File: config.mk
export PLATFORM = sky130hd
export DESIGN_NAME = processor_hot_profile_config
export DESIGN_NICKNAME = d
export VERILOG_FILES = /design/src/alert_cfg_pkg.sv /design/src/deglitch_timer.sv /design/src/processor_hot_profile_config.sv
export VERILOG_INCLUDE_DIRS = /design/src /design/src/src
export SDC_FILE = /design/constraint.sdc
export NUM_CORES = 1
export LEC_CHECK = 0
export BUFFER_PORTS_ARGS = -buffer_cell sky130_fd_sc_hd__buf_2
export CAP_MARGIN = 0
export CELL_PAD_IN_SITES_DETAIL_PLACEMENT = 2
export CELL_PAD_IN_SITES_GLOBAL_PLACEMENT = 2
export CORE_UTILIZATION = 39
export DETAILED_ROUTE_END_ITERATION = 8
export PLACE_DENSITY_LB_ADDON = 0.1
export SYNTH_ARGS = -nofsm -noshare
export SYNTH_HDL_FRONTEND = slang
export SYNTH_SLANG_ARGS = --single-unit
File: constraint.sdc
create_clock -name i_clk -period 56.8 [get_ports i_clk]
set_input_delay 2.84 -clock i_clk [delete_from_list [all_inputs] [get_ports i_clk]]
set_output_delay 2.84 -clock i_clk [all_outputs]
set_load 0.01 [all_outputs]
File: src/alert_cfg_params.svh
`ifndef ALERT_CFG_PARAMS_SVH
`define ALERT_CFG_PARAMS_SVH
// register addresses (command codes)
`define ADDR_OPT_ZERO 8'h33
`define ADDR_OPT_ONE 8'h34
// reset values
`define RST_OPT_ZERO_MULTI 16'h4a81
`define RST_OPT_ZERO_SINGLE 16'h4a09
`define RST_OPT_ONE 16'h41a0
// field positions, option zero
`define VTH_HI 7
`define VTH_LO 2
`define NOMINAL_CURRENT_DEGLITCH_BIT 1
`define LOWER_SEL_BIT 0
`define RATIO_BIT 8
// field positions, option one
`define DTH_HI 15
`define DTH_LO 10
`define DDEG_HI 9
`define DDEG_LO 8
`define PP_VIN 7
`define PROFILE_COMPARATOR 6
`define PROFILE_CRITICAL_CURRENT 5
`define PP_NOMINAL_INPUT_CURRENT_EVENT 4
`define PP_DCHG1 3
`define PP_SYSTEM_VOLTAGE 2
// decoding units
`define SYSTEM_VOLTAGE_BASE_MV 16'd3200
`define SYSTEM_VOLTAGE_STEP_MV 16'd100
`define DCHG_STEP_MA 16'd512
// timing: clock 250 MHz
`define CLK_MHZ 250
`define SYSTEM_VOLTAGE_DEG_NS 5000
`define SYSTEM_VOLTAGE_DEG_CYC ((`SYSTEM_VOLTAGE_DEG_NS * `CLK_MHZ) / 1000)
`define NOMINAL_INPUT_CURRENT_EVENT_DEG0_MS 1
`define NOMINAL_INPUT_CURRENT_EVENT_DEG1_MS 60
`define DDEG0_MS 78
`define DDEG1_MS 1250
`define DDEG2_MS 5000
`define DDEG3_MS 20000
`define CYC_PER_MS (`CLK_MHZ * 1000)
// comparator ratios, percent of the programmed setting
`define RATIO_LO_PCT 8'd83
`define RATIO_HI_PCT 8'd91
`define NOMINAL_INPUT_CURRENT_EVENT_PCT 8'd110
// last count of the cell strap wait, so the synchroniser has settled first
`define STRAP_WAIT_END 2'h3
`endif

File: src/alert_cfg_pkg.sv
package alert_cfg_pkg;
  typedef logic [15:0] reg16_t;
  typedef logic [33:0] count_t;
endpackage

File: src/deglitch_timer.sv
// Purpose: persistence filter; output rises after input held for limit cycles
// Assumes: input already synchronised to i_clk
// Notes: count restarts whenever the condition drops
`timescale 1ns/10ps
module deglitch_timer
  import alert_cfg_pkg::*;
(
  input wire logic i_clk,
  input wire logic i_nrst,
  input wire logic i_cond,
  input wire count_t i_limit,
  output logic o_event
);
  count_t cnt;
  count_t next_cnt;
  logic next_event;

  always_comb begin
    next_cnt = cnt;
    next_event = 1'b0;
    if (!i_cond) begin
      next_cnt = '0;
    end else if (cnt + 34'h1 >= i_limit) begin
      next_cnt = i_limit;
      next_event = 1'b1;
    end else begin
      next_cnt = cnt + 34'h1;
    end
  end

  always_ff @(posedge i_clk) begin
    if (!i_nrst) begin
      cnt <= '0;
      o_event <= 1'b0;
    end else begin
      cnt <= next_cnt;
      o_event <= next_event;
    end
  end
endmodule

File: src/processor_hot_profile_config.sv
// Purpose: processor-hot threshold and profile registers with event gating
// Assumes: comparator inputs are asynchronous pins; host bus decoded outside
// Notes: long deglitch counts are parameters so simulation can shorten them
`timescale 1ns/10ps
`include "alert_cfg_params.svh"
module processor_hot_profile_config
  import alert_cfg_pkg::*;
#(
  parameter count_t NOMINAL_INPUT_CURRENT_EVENT_DEG0_CYC = count_t'(`NOMINAL_INPUT_CURRENT_EVENT_DEG0_MS * `CYC_PER_MS),
  parameter count_t NOMINAL_INPUT_CURRENT_EVENT_DEG1_CYC = count_t'(`NOMINAL_INPUT_CURRENT_EVENT_DEG1_MS * `CYC_PER_MS),
  parameter count_t DDEG0_CYC = count_t'(64'(`DDEG0_MS) * `CYC_PER_MS),
  parameter count_t DDEG1_CYC = count_t'(64'(`DDEG1_MS) * `CYC_PER_MS),
  parameter count_t DDEG2_CYC = count_t'(64'(`DDEG2_MS) * `CYC_PER_MS),
  parameter count_t DDEG3_CYC = count_t'(64'(`DDEG3_MS) * `CYC_PER_MS)
) (
  input wire logic i_clk,
  input wire logic i_nrst,
  input wire logic i_single_cell,
  input wire logic i_wr,
  input wire logic [7:0] i_addr,
  input wire logic [15:0] i_wdata,
  input wire logic [15:0] i_input_current_limit_setting,
  input wire logic [15:0] i_input_current_ma,
  input wire logic [15:0] i_discharge_current_ma,
  input wire logic [15:0] i_system_voltage_mv,
  input wire logic [15:0] i_input_voltage_regulation_mv,
  input wire logic [15:0] i_input_bus_voltage_mv,
  input wire logic i_critical_current_event,
  input wire logic i_comparator_trip,
  input wire logic i_low_power_mode,
  input wire logic i_low_power_alert_enable,
  output logic [15:0] o_rdata,
  output logic [15:0] o_opt_zero,
  output logic [15:0] o_opt_one,
  output logic [15:0] o_sys_voltage_threshold_mv,
  output logic [15:0] o_discharge_threshold_ma,
  output logic [15:0] o_vin_comparator_threshold_mv,
  output logic o_bus_discharge_request,
  output logic [7:0] o_status,
  output logic o_processor_hot_alert_n
);
  // ------------------------------------------------------------
  // input synchronisers
  // ------------------------------------------------------------
  logic [4:0] meta;
  logic [4:0] sync;
  logic strap_done;
  logic next_strap_done;

  always_ff @(posedge i_clk) begin
    if (!i_nrst) begin
      meta <= '0;
      sync <= '0;
    end else begin
      meta <= {i_critical_current_event, i_comparator_trip, i_low_power_mode,
               i_low_power_alert_enable, i_single_cell};
      sync <= meta;
    end
  end
  wire logic s_single = sync[0];
  wire logic s_lp_en = sync[1];
  wire logic s_lp_mode = sync[2];
  wire logic s_comp = sync[3];
  wire logic s_crit = sync[4];

  // ------------------------------------------------------------
  // registers
  // ------------------------------------------------------------
  reg16_t next_opt_zero;
  reg16_t next_opt_one;
  reg16_t next_rdata;

  always_comb begin
    next_opt_zero = o_opt_zero;
    next_opt_one = o_opt_one;
    next_strap_done = 1'b1;
    if (!strap_done) begin
      // cell strap caught once the synchroniser has settled after reset
      next_opt_zero = s_single ? `RST_OPT_ZERO_SINGLE : `RST_OPT_ZERO_MULTI;
    end else if (i_wr && i_addr == `ADDR_OPT_ZERO) begin
      next_opt_zero = i_wdata;
    end
    if (i_wr && i_addr == `ADDR_OPT_ONE) begin
      next_opt_one = i_wdata;
    end
    unique case (i_addr)
      `ADDR_OPT_ZERO: next_rdata = o_opt_zero;
      `ADDR_OPT_ONE: next_rdata = o_opt_one;
      default: next_rdata = 16'h0000;
    endcase
  end

  logic [1:0] strap_wait;
  always_ff @(posedge i_clk) begin
    if (!i_nrst) begin
      o_opt_zero <= `RST_OPT_ZERO_MULTI;
      o_opt_one <= `RST_OPT_ONE;
      o_rdata <= 16'h0000;
      strap_wait <= 2'h0;
      strap_done <= 1'b0;
    end else begin
      o_opt_zero <= next_opt_zero;
      o_opt_one <= next_opt_one;
      o_rdata <= next_rdata;
      strap_wait <= (strap_wait == `STRAP_WAIT_END) ? strap_wait : strap_wait + 2'h1;
      strap_done <= (strap_wait == `STRAP_WAIT_END) ? next_strap_done : 1'b0;
    end
  end

  // ------------------------------------------------------------
  // threshold decode
  // ------------------------------------------------------------
  function automatic logic [15:0] system_voltage_mv(input logic [5:0] code, input logic single);
    logic [5:0] c;
    c = single ? {3'h0, code[2:0]} : code;
    system_voltage_mv = `SYSTEM_VOLTAGE_BASE_MV + 16'(c) * `SYSTEM_VOLTAGE_STEP_MV;
  endfunction

  // percentage of a value, truncated
  function automatic logic [15:0] pct(input logic [15:0] v, input logic [7:0] p);
    logic [23:0] prod;
    prod = 24'(v) * 24'(p);
    pct = 16'(prod / 24'd100);
  endfunction

  wire logic [5:0] vth_code = o_opt_zero[`VTH_HI:`VTH_LO];
  wire logic [5:0] dth_code = o_opt_one[`DTH_HI:`DTH_LO];
  wire logic [15:0] system_voltage_th = system_voltage_mv(vth_code, s_single);
  wire logic [15:0] dchg_th = 16'(dth_code) * `DCHG_STEP_MA;
  logic [15:0] vin_th;
  always_comb begin
    if (!o_opt_zero[`LOWER_SEL_BIT]) begin
      vin_th = i_input_voltage_regulation_mv;
    end else begin
      vin_th = pct(i_input_voltage_regulation_mv,
                   o_opt_zero[`RATIO_BIT] ? `RATIO_HI_PCT : `RATIO_LO_PCT);
    end
  end
  wire logic [15:0] nominal_input_current_event_th = pct(i_input_current_limit_setting, `NOMINAL_INPUT_CURRENT_EVENT_PCT);

  // ------------------------------------------------------------
  // deglitched events
  // ------------------------------------------------------------
  count_t nominal_input_current_event_lim;
  count_t ddeg_lim;
  always_comb begin
    nominal_input_current_event_lim = o_opt_zero[`NOMINAL_CURRENT_DEGLITCH_BIT] ? NOMINAL_INPUT_CURRENT_EVENT_DEG1_CYC : NOMINAL_INPUT_CURRENT_EVENT_DEG0_CYC;
    unique case (o_opt_one[`DDEG_HI:`DDEG_LO])
      2'h0: ddeg_lim = DDEG0_CYC;
      2'h1: ddeg_lim = DDEG1_CYC;
      2'h2: ddeg_lim = DDEG2_CYC;
      2'h3: ddeg_lim = DDEG3_CYC;
    endcase
  end

  logic ev_system_voltage;
  logic ev_nominal_input_current_event;
  logic ev_dchg;
  deglitch_timer u_system_voltage (
    .i_clk(i_clk),
    .i_nrst(i_nrst),
    .i_cond(i_system_voltage_mv < system_voltage_th),
    .i_limit(count_t'(`SYSTEM_VOLTAGE_DEG_CYC)),
    .o_event(ev_system_voltage)
  );
  deglitch_timer u_nominal_input_current_event (
    .i_clk(i_clk),
    .i_nrst(i_nrst),
    .i_cond(i_input_current_ma > nominal_input_current_event_th),
    .i_limit(nominal_input_current_event_lim),
    .o_event(ev_nominal_input_current_event)
  );
  deglitch_timer u_dchg (
    .i_clk(i_clk),
    .i_nrst(i_nrst),
    .i_cond(i_discharge_current_ma > dchg_th),
    .i_limit(ddeg_lim),
    .o_event(ev_dchg)
  );

  // ------------------------------------------------------------
  // profile gating and outputs
  // ------------------------------------------------------------
  logic [7:0] raw;
  logic [7:0] next_status;
  logic comp_en;
  always_comb begin
    raw = 8'h00;
    raw[`PP_VIN] = i_input_bus_voltage_mv < vin_th;
    raw[`PROFILE_COMPARATOR] = s_comp;
    raw[`PROFILE_CRITICAL_CURRENT] = s_crit;
    raw[`PP_NOMINAL_INPUT_CURRENT_EVENT] = ev_nominal_input_current_event;
    raw[`PP_DCHG1] = ev_dchg;
    raw[`PP_SYSTEM_VOLTAGE] = ev_system_voltage;
    comp_en = s_lp_mode ? s_lp_en : o_opt_one[`PROFILE_COMPARATOR];
    next_status = raw & o_opt_one[7:0];
    next_status[`PROFILE_COMPARATOR] = raw[`PROFILE_COMPARATOR] & comp_en;
    if (o_opt_one[7:0] == 8'h00) begin
      next_status = 8'h00;
    end
  end

  always_ff @(posedge i_clk) begin
    if (!i_nrst) begin
      o_status <= 8'h00;
      o_processor_hot_alert_n <= 1'b1;
      o_bus_discharge_request <= 1'b0;
      o_sys_voltage_threshold_mv <= 16'h0000;
      o_discharge_threshold_ma <= 16'h0000;
      o_vin_comparator_threshold_mv <= 16'h0000;
    end else begin
      o_status <= next_status;
      o_processor_hot_alert_n <= ~|next_status;
      o_bus_discharge_request <= ev_system_voltage;
      o_sys_voltage_threshold_mv <= system_voltage_th;
      o_discharge_threshold_ma <= dchg_th;
      o_vin_comparator_threshold_mv <= vin_th;
    end
  end
endmodule

Yosys cells after proc, flatten, opt, wreduce, memory -nomap -nowiden. Index checks and enable logic that the tools add are counted.

Bits in registers: 224. RAM bits: 0. Memories kept: 0. Memory bits (read-only): 0. Word-level logic and storage cells: 77. Input port bits: 128. Latch bits: 0. Output and inout bits: 106.

Multiplexer cells: 18. $mul: 3. Add/subtract/negate cells: 5. Magnitude comparators: 7. Div/mod/pow operators: 2. Equality and inequality tests: 7. Bitwise gates (word level): 4. Shift-type cells: 0. Reduce and logical (&&, ||, !) cells: 10.

Operators with widths (number): one-hot mux 34 bit (4 select lines) (1); adder 34 x 1 -> 34 bit (second input constant) (3); two-way mux 34 bit (2); two-way mux 16 bit (3); greater-or-equal comparator 34 x 11 -> 1 bit (second input constant) (1); greater-or-equal comparator 34 x 24 -> 1 bit (1); greater-or-equal comparator 34 bit (1); one-hot mux 16 bit (2 select lines) (1); divider 23 x 7 -> 24 bit (second input constant) (1); divider 24 x 7 -> 24 bit (second input constant) (1); two-way mux 24 bit (1); multiplier 16 x 7 -> 23 bit (1); multiplier 16 x 6 -> 22 bit (second input constant) (1); equality test 8 x 6 -> 1 bit (second input constant) (2); > comparator 16 x 15 -> 1 bit (1); > comparator 16 bit (1); < comparator 16 x 14 -> 1 bit (1); < comparator 16 bit (1); two-way mux 8 bit (2); adder 12 x 13 -> 14 bit (first input constant) (1); multiplier 6 x 5 -> 11 bit (second input constant) (1); two-way mux 11 bit (1); bitwise AND 8 bit (1); zero test 8 bit (1); 15 further kinds (25).

Depth between registers and ports, before layout. Gate-level depths: netlist (run 1).

Depth in word-level cells: 9. Gate-level depth with buffers: 99. Depth with buffers taken out: 89.

By module. From an unflattened synthesis (run 1), not the netlist that was laid out.

Cell total of the unflattened synthesis: 4190. Area, all modules: 32239.7 sq um.

By module, submodules not included: processor_hot_profile_config (area an instance 23460.0 sq um, cells an instance 3191, seq. area each 2062.0 sq um, instances 1); deglitch_timer (area an instance 2926.6 sq um, cells an instance 333, seq. area each 700.7 sq um, instances 3).

Worst setup path after synthesis (run 1). OpenSTA, ideal clock, no wires.

Kind: input to register. Start: input port i_input_current_limit_setting[6]. End: register u_nominal_input_current_event.cnt[23]. Library setup time: 0.153 ns. Path slack: 34.699 ns. Data required time: 56.647 ns. Data arrival time: 21.948 ns. Stages on the path: 82. Path buffers: 7. Cells stage by stage: inv_1 -> fa_1 -> inv_1 -> fa_1 -> fa_1 -> ha_1 -> buf_2 -> o211a_1 -> a21bo_2 -> a211oi_1 -> nor2_1 -> mux2_2 -> o21a_1 -> nand3_1 -> o21ai_0 -> nand4_1 -> a21o_1 -> buf_6 -> [... 46 more ...] -> and2_1 -> o21ai_1 -> a21oi_2 -> ha_1 -> nor2b_1 -> o21a_1 -> o21ai_0 -> nand2b_1 -> a21oi_1 -> nor2b_1 -> o21ai_0 -> nand2b_1 -> a21oi_1 -> nor3_1 -> a211oi_1 -> nor2_1 -> o21ai_1 -> a21oi_1.

Longest elaborated chain between the ends: 4.

Ends and longest elaborated chain: from (decl) (RTL line processor_hot_profile_config.sv:22) `input wire logic [15:0] i_input_current_limit_setting,`; multiplier 16 x 6 -> 22 bit (RTL line processor_hot_profile_config.sv:122) `prod = 24'(v) * 24'(p);`; divider 23 x 7 -> 24 bit (RTL line processor_hot_profile_config.sv:123) `pct = 16'(prod / 24'd100);`; > comparator 16 bit (RTL line processor_hot_profile_config.sv:169) `.i_cond(i_input_current_ma > nominal_input_current_event_th),`; AND reduction 2 bit (no line); to (signal assigned) (RTL line deglitch_timer.sv:36) `cnt <= next_cnt;`; to (decl) (RTL line deglitch_timer.sv:14) `count_t cnt;`.

Every way passes these cells. A chain may end at the register's enable or synchronous reset.

Worst setup path after layout (run 1).
Start: input port i_input_current_limit_setting[6]. End: register u_nominal_input_current_event.cnt[22].

Same word-level chain as after synthesis.

==> impl_metrics.yaml, run 1 <==
run_status:
  outcome: "completed"
cts:
  htreeDepth: 1
  cts_buffers: 23
  clk_pin_slew_worst_paths_ns: 0.07
  clockBufferDepth: 3
  clock_sinks: 208
  clkLatencyLatePin_ns: 0.56
  cts-resized-gates: 0
  cts_setup_buffers: 0
  cts_tree: "done"
  cts-hold-fix-buffers: 0
  root_buffer: "clkbuf_16"
critical_path:
  cp-startpoint: "i_input_current_limit_setting[6]"
  path_delay_family: "compound AO/OA/AOI/OAI gates"
  critPathSlowestCell: "o211ai_4"
  crit_buf_inv: 12
  ff2ff_setup_slack_ns: 35.42
  critPathKind: "in -> reg"
  cp.depth: 85
  cp_max_fo: 29
  worstSetupEndpointType: "flop"
  crit_end: "u_nominal_input_current_event.cnt[22]"
  timing.rr.start: "o_opt_zero[8]"
  worst_setup_path_start_kind: "primary input"
  max_stage_delay_ns: 0.71
  crit_arrival_ns: 30.11
  worstPathRequired_ns: 57.19
  worstReg2RegEnd: "o_processor_hot_alert_n"
  reg2regPathDepth: 66
min_path:
  hold_path_class: "reg -> reg"
  holdPathStages: 1
detailed_routing:
  drt-initial-drc-count: 1325
  drc_errors: 0
  postRouteAntennaNets: 0
  wl_um: 114000
  wl_per_cell_um: 23.1
  vias: 30095
  avgViaCountPerCell: 6.13
  first_pass_iters: 5
sta:
  relSlewSlack_pct: 25.6
  worst_pin_slew_ns: 1.11
  finalCritPeriodShare_pct: 52.3
  rsz0062_at_grt: "false"
  tns_ns: 0
  clock_skew_ns: 0.0193
  period_needed_ns: 29.72
  max_freq_mhz: 33.6
  slew_violations: 0
  setup_violations: 0
  hold_viol_final: 0
floorplanning:
  placementRows: 98
  fp.dieH_um: 271
  die_area_um2: 73500
  core_um2: 71600
  initial_core_util_pct: 39.4
  io_pins: 234
  die_w_um: 271
finish:
  area_delta_synth_final_pct: 10.1
  multi_input_area_um2: 22600
  fin_nets: 4377
  drive_above_1_share_pct: 11.1
  nFillCells: 8432
  seq_area_um2: 4160
logic_synthesis:
  async_reset_ff_share_pct: 0
  yosysSeqAreaShare_pct: 14.7
  synthAdderAreaFrac_pct: 16.1
  yosys.area_share.xor_xnor_pct: 7.82
  synthMuxAreaShare_pct: 2.59
  synth_compound_area_share_pct: 26.2
  synth_area_per_cell_um2: 7.50
  ys.flop_type: "dfxtp_1"
  synth_top_family_by_area: "simple AND/OR/NAND/NOR gates"
  synth-simple-area-share_pct: 26.7
  synth_seq_cells: 208
  synth_edf_count: 0
  post_synth_instance_area_um2: 28200
  yosysWarnings: 0
  yosysUniqueCellTypes: 131
  synth_cells: 3767
placement:
  io_buffers: 215
  dp_hpwl_um: 88100
  gp_congestion: 0.884
grt:
  grt-ovfl-total: 0
  grt_usage_pct: 30.1
  grt_max_degree: 50
  antenna_found_initial: 1
  grt_pass1_vias: 33056
  grt_pass1_wl_um: 182000
flow_run:
  max_cap_violations: 0
==> layout make-up <==
type,instances,area share (%)
flip-flops and latches,208,13.4
diodes,1,0.00805
multi-input cells,3207,72.8
repair buffers,251,4.33
well taps,950,3.82
clock inverters,10,0.475
inverters,250,3.03
clock buffers,31,2.17
==> stage by stage <==
step | area, µm² | util (%) | std cells | hold slack (ns) | setup slack [ns]
floorplan | 28400 | - | 3816 | 0.412 | 34.70
global placement | 30300 | 42.3 | 4866 | 0.415 | 27.34
detailed placement | 30300 | 42.3 | 4866 | 0.444 | 26.88
CTS | 31100 | 43.4 | 4907 | 0.463 | 27.30
global route | 31100 | 43.4 | 4908 | 0.479 | 25.08
finish | 31100 | 43.4 | 4908 | 0.462 | 27.08
==> routing by layer <==
layer / wire, µm / track usage [%] / vias up / part of all wire, %
li1: - / - / 14129 / -
met2: 57300 / 55.5 / 532 / 50
met3: 3030 / 2.18 / 196 / 2.7
met5: 0 / 0 / - / 0
met4: 3470 / 9.57 / 0 / 3.1
met1: 49700 / 36.9 / 15238 / 44
==> cells in the mapped netlist, types with 26 or more instances <==
library cell	instances	area, µm²
nor2_1	360	1350
nand2_1	318	1190
inv_1	237	890
ha_1	229	2870
a21oi_1	213	1070
dfxtp_1	208	4160
nand3_1	173	866
xnor2_1	165	1450
o21ai_0	154	771
nor3_1	118	591
clkbuf_1	87	327
and3_1	84	526
fa_1	79	1580
xor2_1	79	692
and2_1	67	419
nand4_1	61	382
a21o_1	54	405
a31oi_1	49	307
mux2i_1	48	480
a211oi_1	47	353
o211ai_1	44	330
nor4_1	43	269
or3_1	42	263
o21ai_1	41	205
o21a_1	40	300
nor2b_1	36	225
nand2b_1	35	219
a22oi_1	31	233
a211o_1	30	263
buf_2	29	145
or2_2	26	163
==> placed cells by master (no fill, tap or decap), types with 17 or more instances in the layout <==
master / count
clkbuf_16: 23
nand2b_1: 35
xnor2_1: 165
nor3_1: 117
a21oi_1: 213
o21a_1: 40
nor2b_1: 35
ha_1: 229
nor4_1: 42
nand4_1: 61
nand2_1: 318
conb_1: 50
buf_2: 215
a211o_1: 30
dfxtp_1: 208
inv_1: 237
mux2i_1: 48
and2_1: 67
a31oi_1: 49
buf_4: 36
nor2_1: 360
or4_1: 17
and3_1: 84
o211a_1: 18
a21o_1: 54
o22ai_1: 24
or3_1: 42
mux2_2: 20
nand3_1: 173
and4_1: 18
or2_2: 26
xor2_1: 79
a211oi_1: 47
o31ai_1: 24
o21ai_1: 42
o21ai_0: 153
fa_1: 79
o211ai_1: 44
a22oi_1: 31
==> registers in the layout, indices dropped and copies added (netlist names) <==
| name | cells |
|---|---|
| meta | 5 |
| o_bus_discharge_request | 1 |
| o_discharge_threshold_ma | 6 |
| o_opt_one | 16 |
| o_opt_zero | 16 |
| o_processor_hot_alert_n | 1 |
| o_rdata | 16 |
| o_status | 6 |
| o_sys_voltage_threshold_mv | 12 |
| o_vin_comparator_threshold_mv | 16 |
| strap_done | 1 |
| strap_wait | 2 |
| sync | 5 |
| u_dchg.cnt | 34 |
| u_dchg.o_event | 1 |
| u_nominal_input_current_event.cnt | 34 |
| u_nominal_input_current_event.o_event | 1 |
| u_system_voltage.cnt | 34 |
| u_system_voltage.o_event | 1 |
==> cells by family (layout without fill, tap and decap cells) <==
| group | after synthesis | count (layout) |
|---|---|---|
| and+or+nand+nor | 1479 | 1479 |
| AOI/OAI and AO/OA | 1041 | 1041 |
| buffers and inverters | 401 | 542 |
| adders and majority gates | 319 | 319 |
| xor gates and xnor gates | 248 | 248 |
| DFF | 208 | 208 |
| muxes | 70 | 70 |
| other | 1 | 51 |
==> how the worst min path moves through the flow <==
| stage | start | end | slack, ns |
|---|---|---|---|
| after CTS | meta[2] | sync[2] | 0.46 |
| after global routing | meta[2] | sync[2] | 0.48 |
| after detailed placement | meta[0] | sync[0] | 0.44 |
| final | meta[2] | sync[2] | 0.46 |
| after global placement | meta[3] | sync[3] | 0.41 |
| after floorplan | meta[0] | sync[0] | 0.41 |
Power of run 1 is not shown: default switching activity piles up to over one toggle a cycle in this logic, so the estimate is an artifact.
==> run 2, diff against run 1 <==
ABC_AREA = 1   (was default)
CORE_UTILIZATION = 32   (was 39)
clock period = 24.9 ns   (was 56.8 ns; I/O delays follow)
==> run 2 against run 1 <==
  * Via count down 6.1%
  * Clock skew down 0.0028 ns
  * Setup slack worse by 25 ns
  * Global-route usage down 8.5 points
  * First-iteration DRC count down 43%
  * Die area up 27%
  * Cell count up 17%
  * Worst hold slack worse by 0.046 ns
  * Synthesized cell count up 15%
  * Synthesized area up 4.1%
  * Critical path depth up 40
  * Register-to-register slack worse by 29 ns
  * Critical endpoint is now u_nominal_input_current_event.cnt[10]
  * Highest routed layer is now met5
==> impl_metrics.yaml, run 2 <==
floorplanning:
  core_um2: 90400
  die_w_um: 305
  placementRows: 110
  io_pins: 234
  fp.dieH_um: 305
  initial_core_util_pct: 32.5
  die_area_um2: 93000
finish:
  final_cell_mix: "969 x nand2_1, 675 x inv_1, 369 x nor2_1"
  final_common_cell: "nand2_1"
  final_cells: 5758
  fin_area_um2: 32400
  reg_top3: "u_dchg.cnt x34, u_nominal_input_current_event.cnt x34, u_system_voltage.cnt x34"
  area_delta_synth_final_pct: 10.2
  drive_above_1_share_pct: 19.3
  fin_nets: 4994
grt:
  grt_max_degree: 51
  grt-ovfl-total: 0
  antenna_found_initial: 7
  grt_pass1_vias: 30470
  grt_pass1_wl_um: 164000
  grt_usage_pct: 21.6
critical_path:
  cp_max_fo: 23
  timing.rr.start: "o_opt_zero[8]"
  max_stage_delay_ns: 0.54
  crit_top_cell: "nand2_1"
  worstSetupEndpointType: "flop"
  crit_buf_inv: 14
  crit_arrival_ns: 23.25
  worst_setup_path_start_kind: "primary input"
  path_delay_family: "simple AND/OR/NAND/NOR gates"
  critPathKind: "in -> reg"
  cp-startpoint: "i_input_current_limit_setting[5]"
  worstPathRequired_ns: 25.39
  critPathSlowestCell: "fa_1"
flow_run:
  max_cap_violations: 0
min_path:
  hold_path_class: "reg -> reg"
  holdCritStartpoint: "meta[3]"
detailed_routing:
  vias: 28254
  first_pass_iters: 5
  postRouteAntennaNets: 0
  drt-initial-drc-count: 758
  wl_per_cell_um: 17.5
  wl_um: 101000
  drc_errors: 0
  avgViaCountPerCell: 4.91
sta:
  finalCritPeriodShare_pct: 91.4
  max_freq_mhz: 43.9
  setup_violations: 0
  period_needed_ns: 22.76
  relSlewSlack_pct: 35.3
  hold_viol_final: 0
  slew_violations: 0
  tns_ns: 0
  worst_pin_slew_ns: 0.967
  rsz0062_at_grt: "false"
  clock_skew_ns: 0.0165
  setup_ws_ns: 2.14
run_status:
  outcome: "completed"
logic_synthesis:
  yosysWarnings: 0
  ys.flop_type: "dfxtp_1"
  async_reset_ff_share_pct: 0
  post_synth_instance_area_um2: 29400
  yosysSeqAreaShare_pct: 14.2
  synth_common_cells: "969 x nand2_1, 676 x inv_1, 369 x nor2_1, 295 x nand3_1, 229 x ha_1"
  synth_top_area_cell: "dfxtp_1"
  synth_seq_cells: 208
  synth_area_leaders: "dfxtp_1 14%, nand2_1 12%, ha_1 9.8%"
  yosysUniqueCellTypes: 87
  synth_edf_count: 0
  synth_cells: 4330
  synth.most_common_cell: "nand2_1"
  synth.top_cell.area_share_pct: 14.2
  synth_area_per_cell_um2: 6.79
placement:
  dp_hpwl_um: 86500
  place_inst: 5706
  preCtsSetupSlack_ns: 1.23
  gp_congestion: 0.807
  post_dp_cell_area_um2: 31500
  io_buffers: 215
cts:
  clock_sinks: 208
  root_buffer: "clkbuf_16"
  cts-hold-fix-buffers: 0
  clkLatencyLatePin_ns: 0.57
  clk_pin_slew_worst_paths_ns: 0.06
  cts-resized-gates: 0
  clockBufferDepth: 3
  cts_setup_buffers: 0
  cts_tree: "done"
  htreeDepth: 1
  cts_buffers: 26
[run 2: area by class of cell]
class / count / area [µm²]
sequential: 208 / 4160
tap: 1176 / 1470
inverter: 744 / 2850
antenna: 4 / 10.0
clock inverter: 12 / 159
timing repair buffer: 231 / 1200
clock buffer: 36 / 728
multi-input combinational: 3347 / 21800
fill: 11195 / 58000
[run 2: cells by family (layout without fill, tap and decap cells)]
group	after synthesis	count (layout)	synth area share, %
XOR/XNOR	208	208	6.42
adder cells (fa/ha/maj)	308	308	15.1
AND/OR/NAND/NOR	2399	2399	44.2
AO/OA/AOI/OAI	382	382	7.81
flip-flops	208	208	14.2
other	1	54	0.0128
buffers and inverters	824	1023	12.2
[run 2: stage by stage]
stage,hold WS (ns),util [%]
after CTS,0.420,35.8
after global routing,0.431,35.8
after floorplan,0.390,-
after global placement,0.393,34.8
after detailed placement,0.402,34.8
final,0.415,35.8
[run 2: path summary, 6_finish.rpt]
| kind | to | slack (ns) | cells past startpoint |
|---|---|---|---|
| max | u_nominal_input_current_event.cnt[10] | 2.14 | 125 |
| min | sync[3] | 0.42 | 2 |
| max reg2reg | o_processor_hot_alert_n | 6.41 | 112 |
| min reg2reg | sync[3] | 0.42 | 2 |
[run 2: worst min-delay path, cell delays in order (launching register included)]
cell and delay [ns]:
dfxtp_1 0.30, nand2_1 0.05, inv_1 0.04
[run 2: metal layers]
metal / part of all wire, % / global-route usage, % / vias up
li1: - / - / 14208
met1: 47 / 28.3 / 13791
met4: 1.7 / 3.84 / 4
met2: 49 / 38.9 / 172
met5: 0.031 / 0 / -
met3: 1.7 / 1.61 / 79
Power of run 2 is left out for the same reason.
==> run 3, diff against run 2 <==
CAP_MARGIN = default   (was 0)
CORE_UTILIZATION = 38   (was 32)
clock period = 28.5 ns   (was 24.9 ns; I/O delays follow)
==> run 3 against run 2 <==
  * Core utilization is 6.2 points higher
  * Final area is 1.1% lower
  * Worst hold slack better by 0.010 ns
  * Global-route usage is 4.9 points higher
  * Count of clock-buffer cells in the layout is 5 lower
  * Die area is 16% lower
  * Sequential share of layout area is 0.14 points higher
  * Wire length is 4.3% higher
  * Clock skew is 0.0071 ns lower
  * Via count is 2.0% higher
  * First-iteration DRC count is 18% higher
==> impl_metrics.yaml, run 3 (same netlist as run 2, synthesis figures left out) <==
run_status:
  outcome: "completed"
cts:
  clk_pin_slew_worst_paths_ns: 0.06
  clockBufferDepth: 3
  clock_sinks: 208
  cts_setup_buffers: 0
  cts_buffers: 23
  cts_tree: "done"
  clkLatencyLatePin_ns: 0.53
  htreeDepth: 1
  cts-hold-fix-buffers: 0
  root_buffer: "clkbuf_16"
  cts-resized-gates: 0
critical_path:
  worst_setup_path_start_kind: "primary input"
  worstSetupEndpointType: "flop"
  timing.rr.start: "o_opt_zero[8]"
  worstPathRequired_ns: 28.93
  worstReg2RegEnd: "o_processor_hot_alert_n"
  crit_top_cell: "nand2_1"
  max_stage_delay_ns: 0.64
  cp_max_fo: 23
  crit_arrival_ns: 24.60
  reg2regPathDepth: 114
  ff2ff_setup_slack_ns: 9.97
  critPathKind: "in -> reg"
  critPathSlowestCell: "nor3_1"
finish:
  final_cell_mix: "969 x nand2_1, 675 x inv_1, 369 x nor2_1"
  drive_above_1_share_pct: 19.1
  final_cells: 5597
  fin_nets: 4984
  area_delta_synth_final_pct: 9.07
  final_common_cell: "nand2_1"
  reg_top3: "u_dchg.cnt x34, u_nominal_input_current_event.cnt x34, u_system_voltage.cnt x34"
detailed_routing:
  first_pass_iters: 5
  postRouteAntennaNets: 0
  wl_per_cell_um: 18.7
  drt-initial-drc-count: 892
  drc_errors: 0
  avgViaCountPerCell: 5.15
  vias: 28810
  wl_um: 105000
floorplanning:
  die_w_um: 280
  core_um2: 76200
  initial_core_util_pct: 38.6
  placementRows: 101
  die_area_um2: 78400
  io_pins: 234
  fp.dieH_um: 280
sta:
  period_needed_ns: 24.17
  worst_pin_slew_ns: 0.893
  finalCritPeriodShare_pct: 84.8
  slew_violations: 0
  setup_ws_ns: 4.33
  setup_violations: 0
  clock_skew_ns: 0.00934
  relSlewSlack_pct: 39.8
  rsz0062_at_grt: "false"
  tns_ns: 0
  hold_viol_final: 0
  max_freq_mhz: 41.4
placement:
  dp_hpwl_um: 86800
  preCtsSetupSlack_ns: 3.70
  place_inst: 5553
  gp_congestion: 0.858
  io_buffers: 215
grt:
  grt_pass1_wl_um: 170000
  grt-ovfl-total: 0
  grt_pass1_vias: 31688
  grt_max_degree: 51
  grt_usage_pct: 26.5
  antenna_found_initial: 4
min_path:
  holdPathStages: 2
  holdCritStartpoint: "meta[0]"
  hold_path_class: "reg -> reg"
  whs_endpoint: "sync[0]"
flow_run:
  max_cap_violations: 0
run 3: worst max-delay path by stage:
stage	end	startpoint	slack, ns
finish	u_nominal_input_current_event.cnt[11]	i_input_current_limit_setting[0]	4.33
global route	u_nominal_input_current_event.cnt[11]	i_input_current_limit_setting[0]	2.51
CTS	u_nominal_input_current_event.cnt[11]	i_input_current_limit_setting[0]	4.07
detailed placement	u_nominal_input_current_event.cnt[11]	i_input_current_limit_setting[0]	3.70
global placement	u_nominal_input_current_event.cnt[10]	i_input_current_limit_setting[0]	4.14
floorplan	u_nominal_input_current_event.cnt[10]	i_input_current_limit_setting[7]	11.69
run 3: critical path, delay by kind of cell:
family	cells	cell delay [ns]
AOI/OAI and AO/OA	14	3.93
adders and majority gates	5	1.97
buffers and inverters	11	1.64
and+or+nand+nor	88	15.53
run 3: layer usage:
layer / up-vias / track usage [%] / wire length (µm)
met1: 14223 / 34.6 / 49100
met3: 102 / 1.17 / 1820
met5: - / 0 / 0
met4: 0 / 4.27 / 1590
li1: 14203 / - / -
met2: 282 / 48.6 / 52400
run 3: final cells by class:
type	instances	area, µm²
fill	9443	44200
multi-input combinational	3347	21800
sequential	208	4160
inverter	744	2850
tap	1030	1290
timing repair buffer	224	1140
clock buffer	31	646
clock inverter	10	134
antenna	3	7.51
run 3: metrics by stage:
step	instance area (µm²)	utilization [%]	hold slack, ns
final	32000	42.1	0.425
after global routing	32000	42.1	0.457
after CTS	32000	42.0	0.431
after detailed placement	31300	41.0	0.408
after global placement	31300	41.0	0.394
after floorplan	29600	-	0.390
Power of run 3 is left out for the same reason.
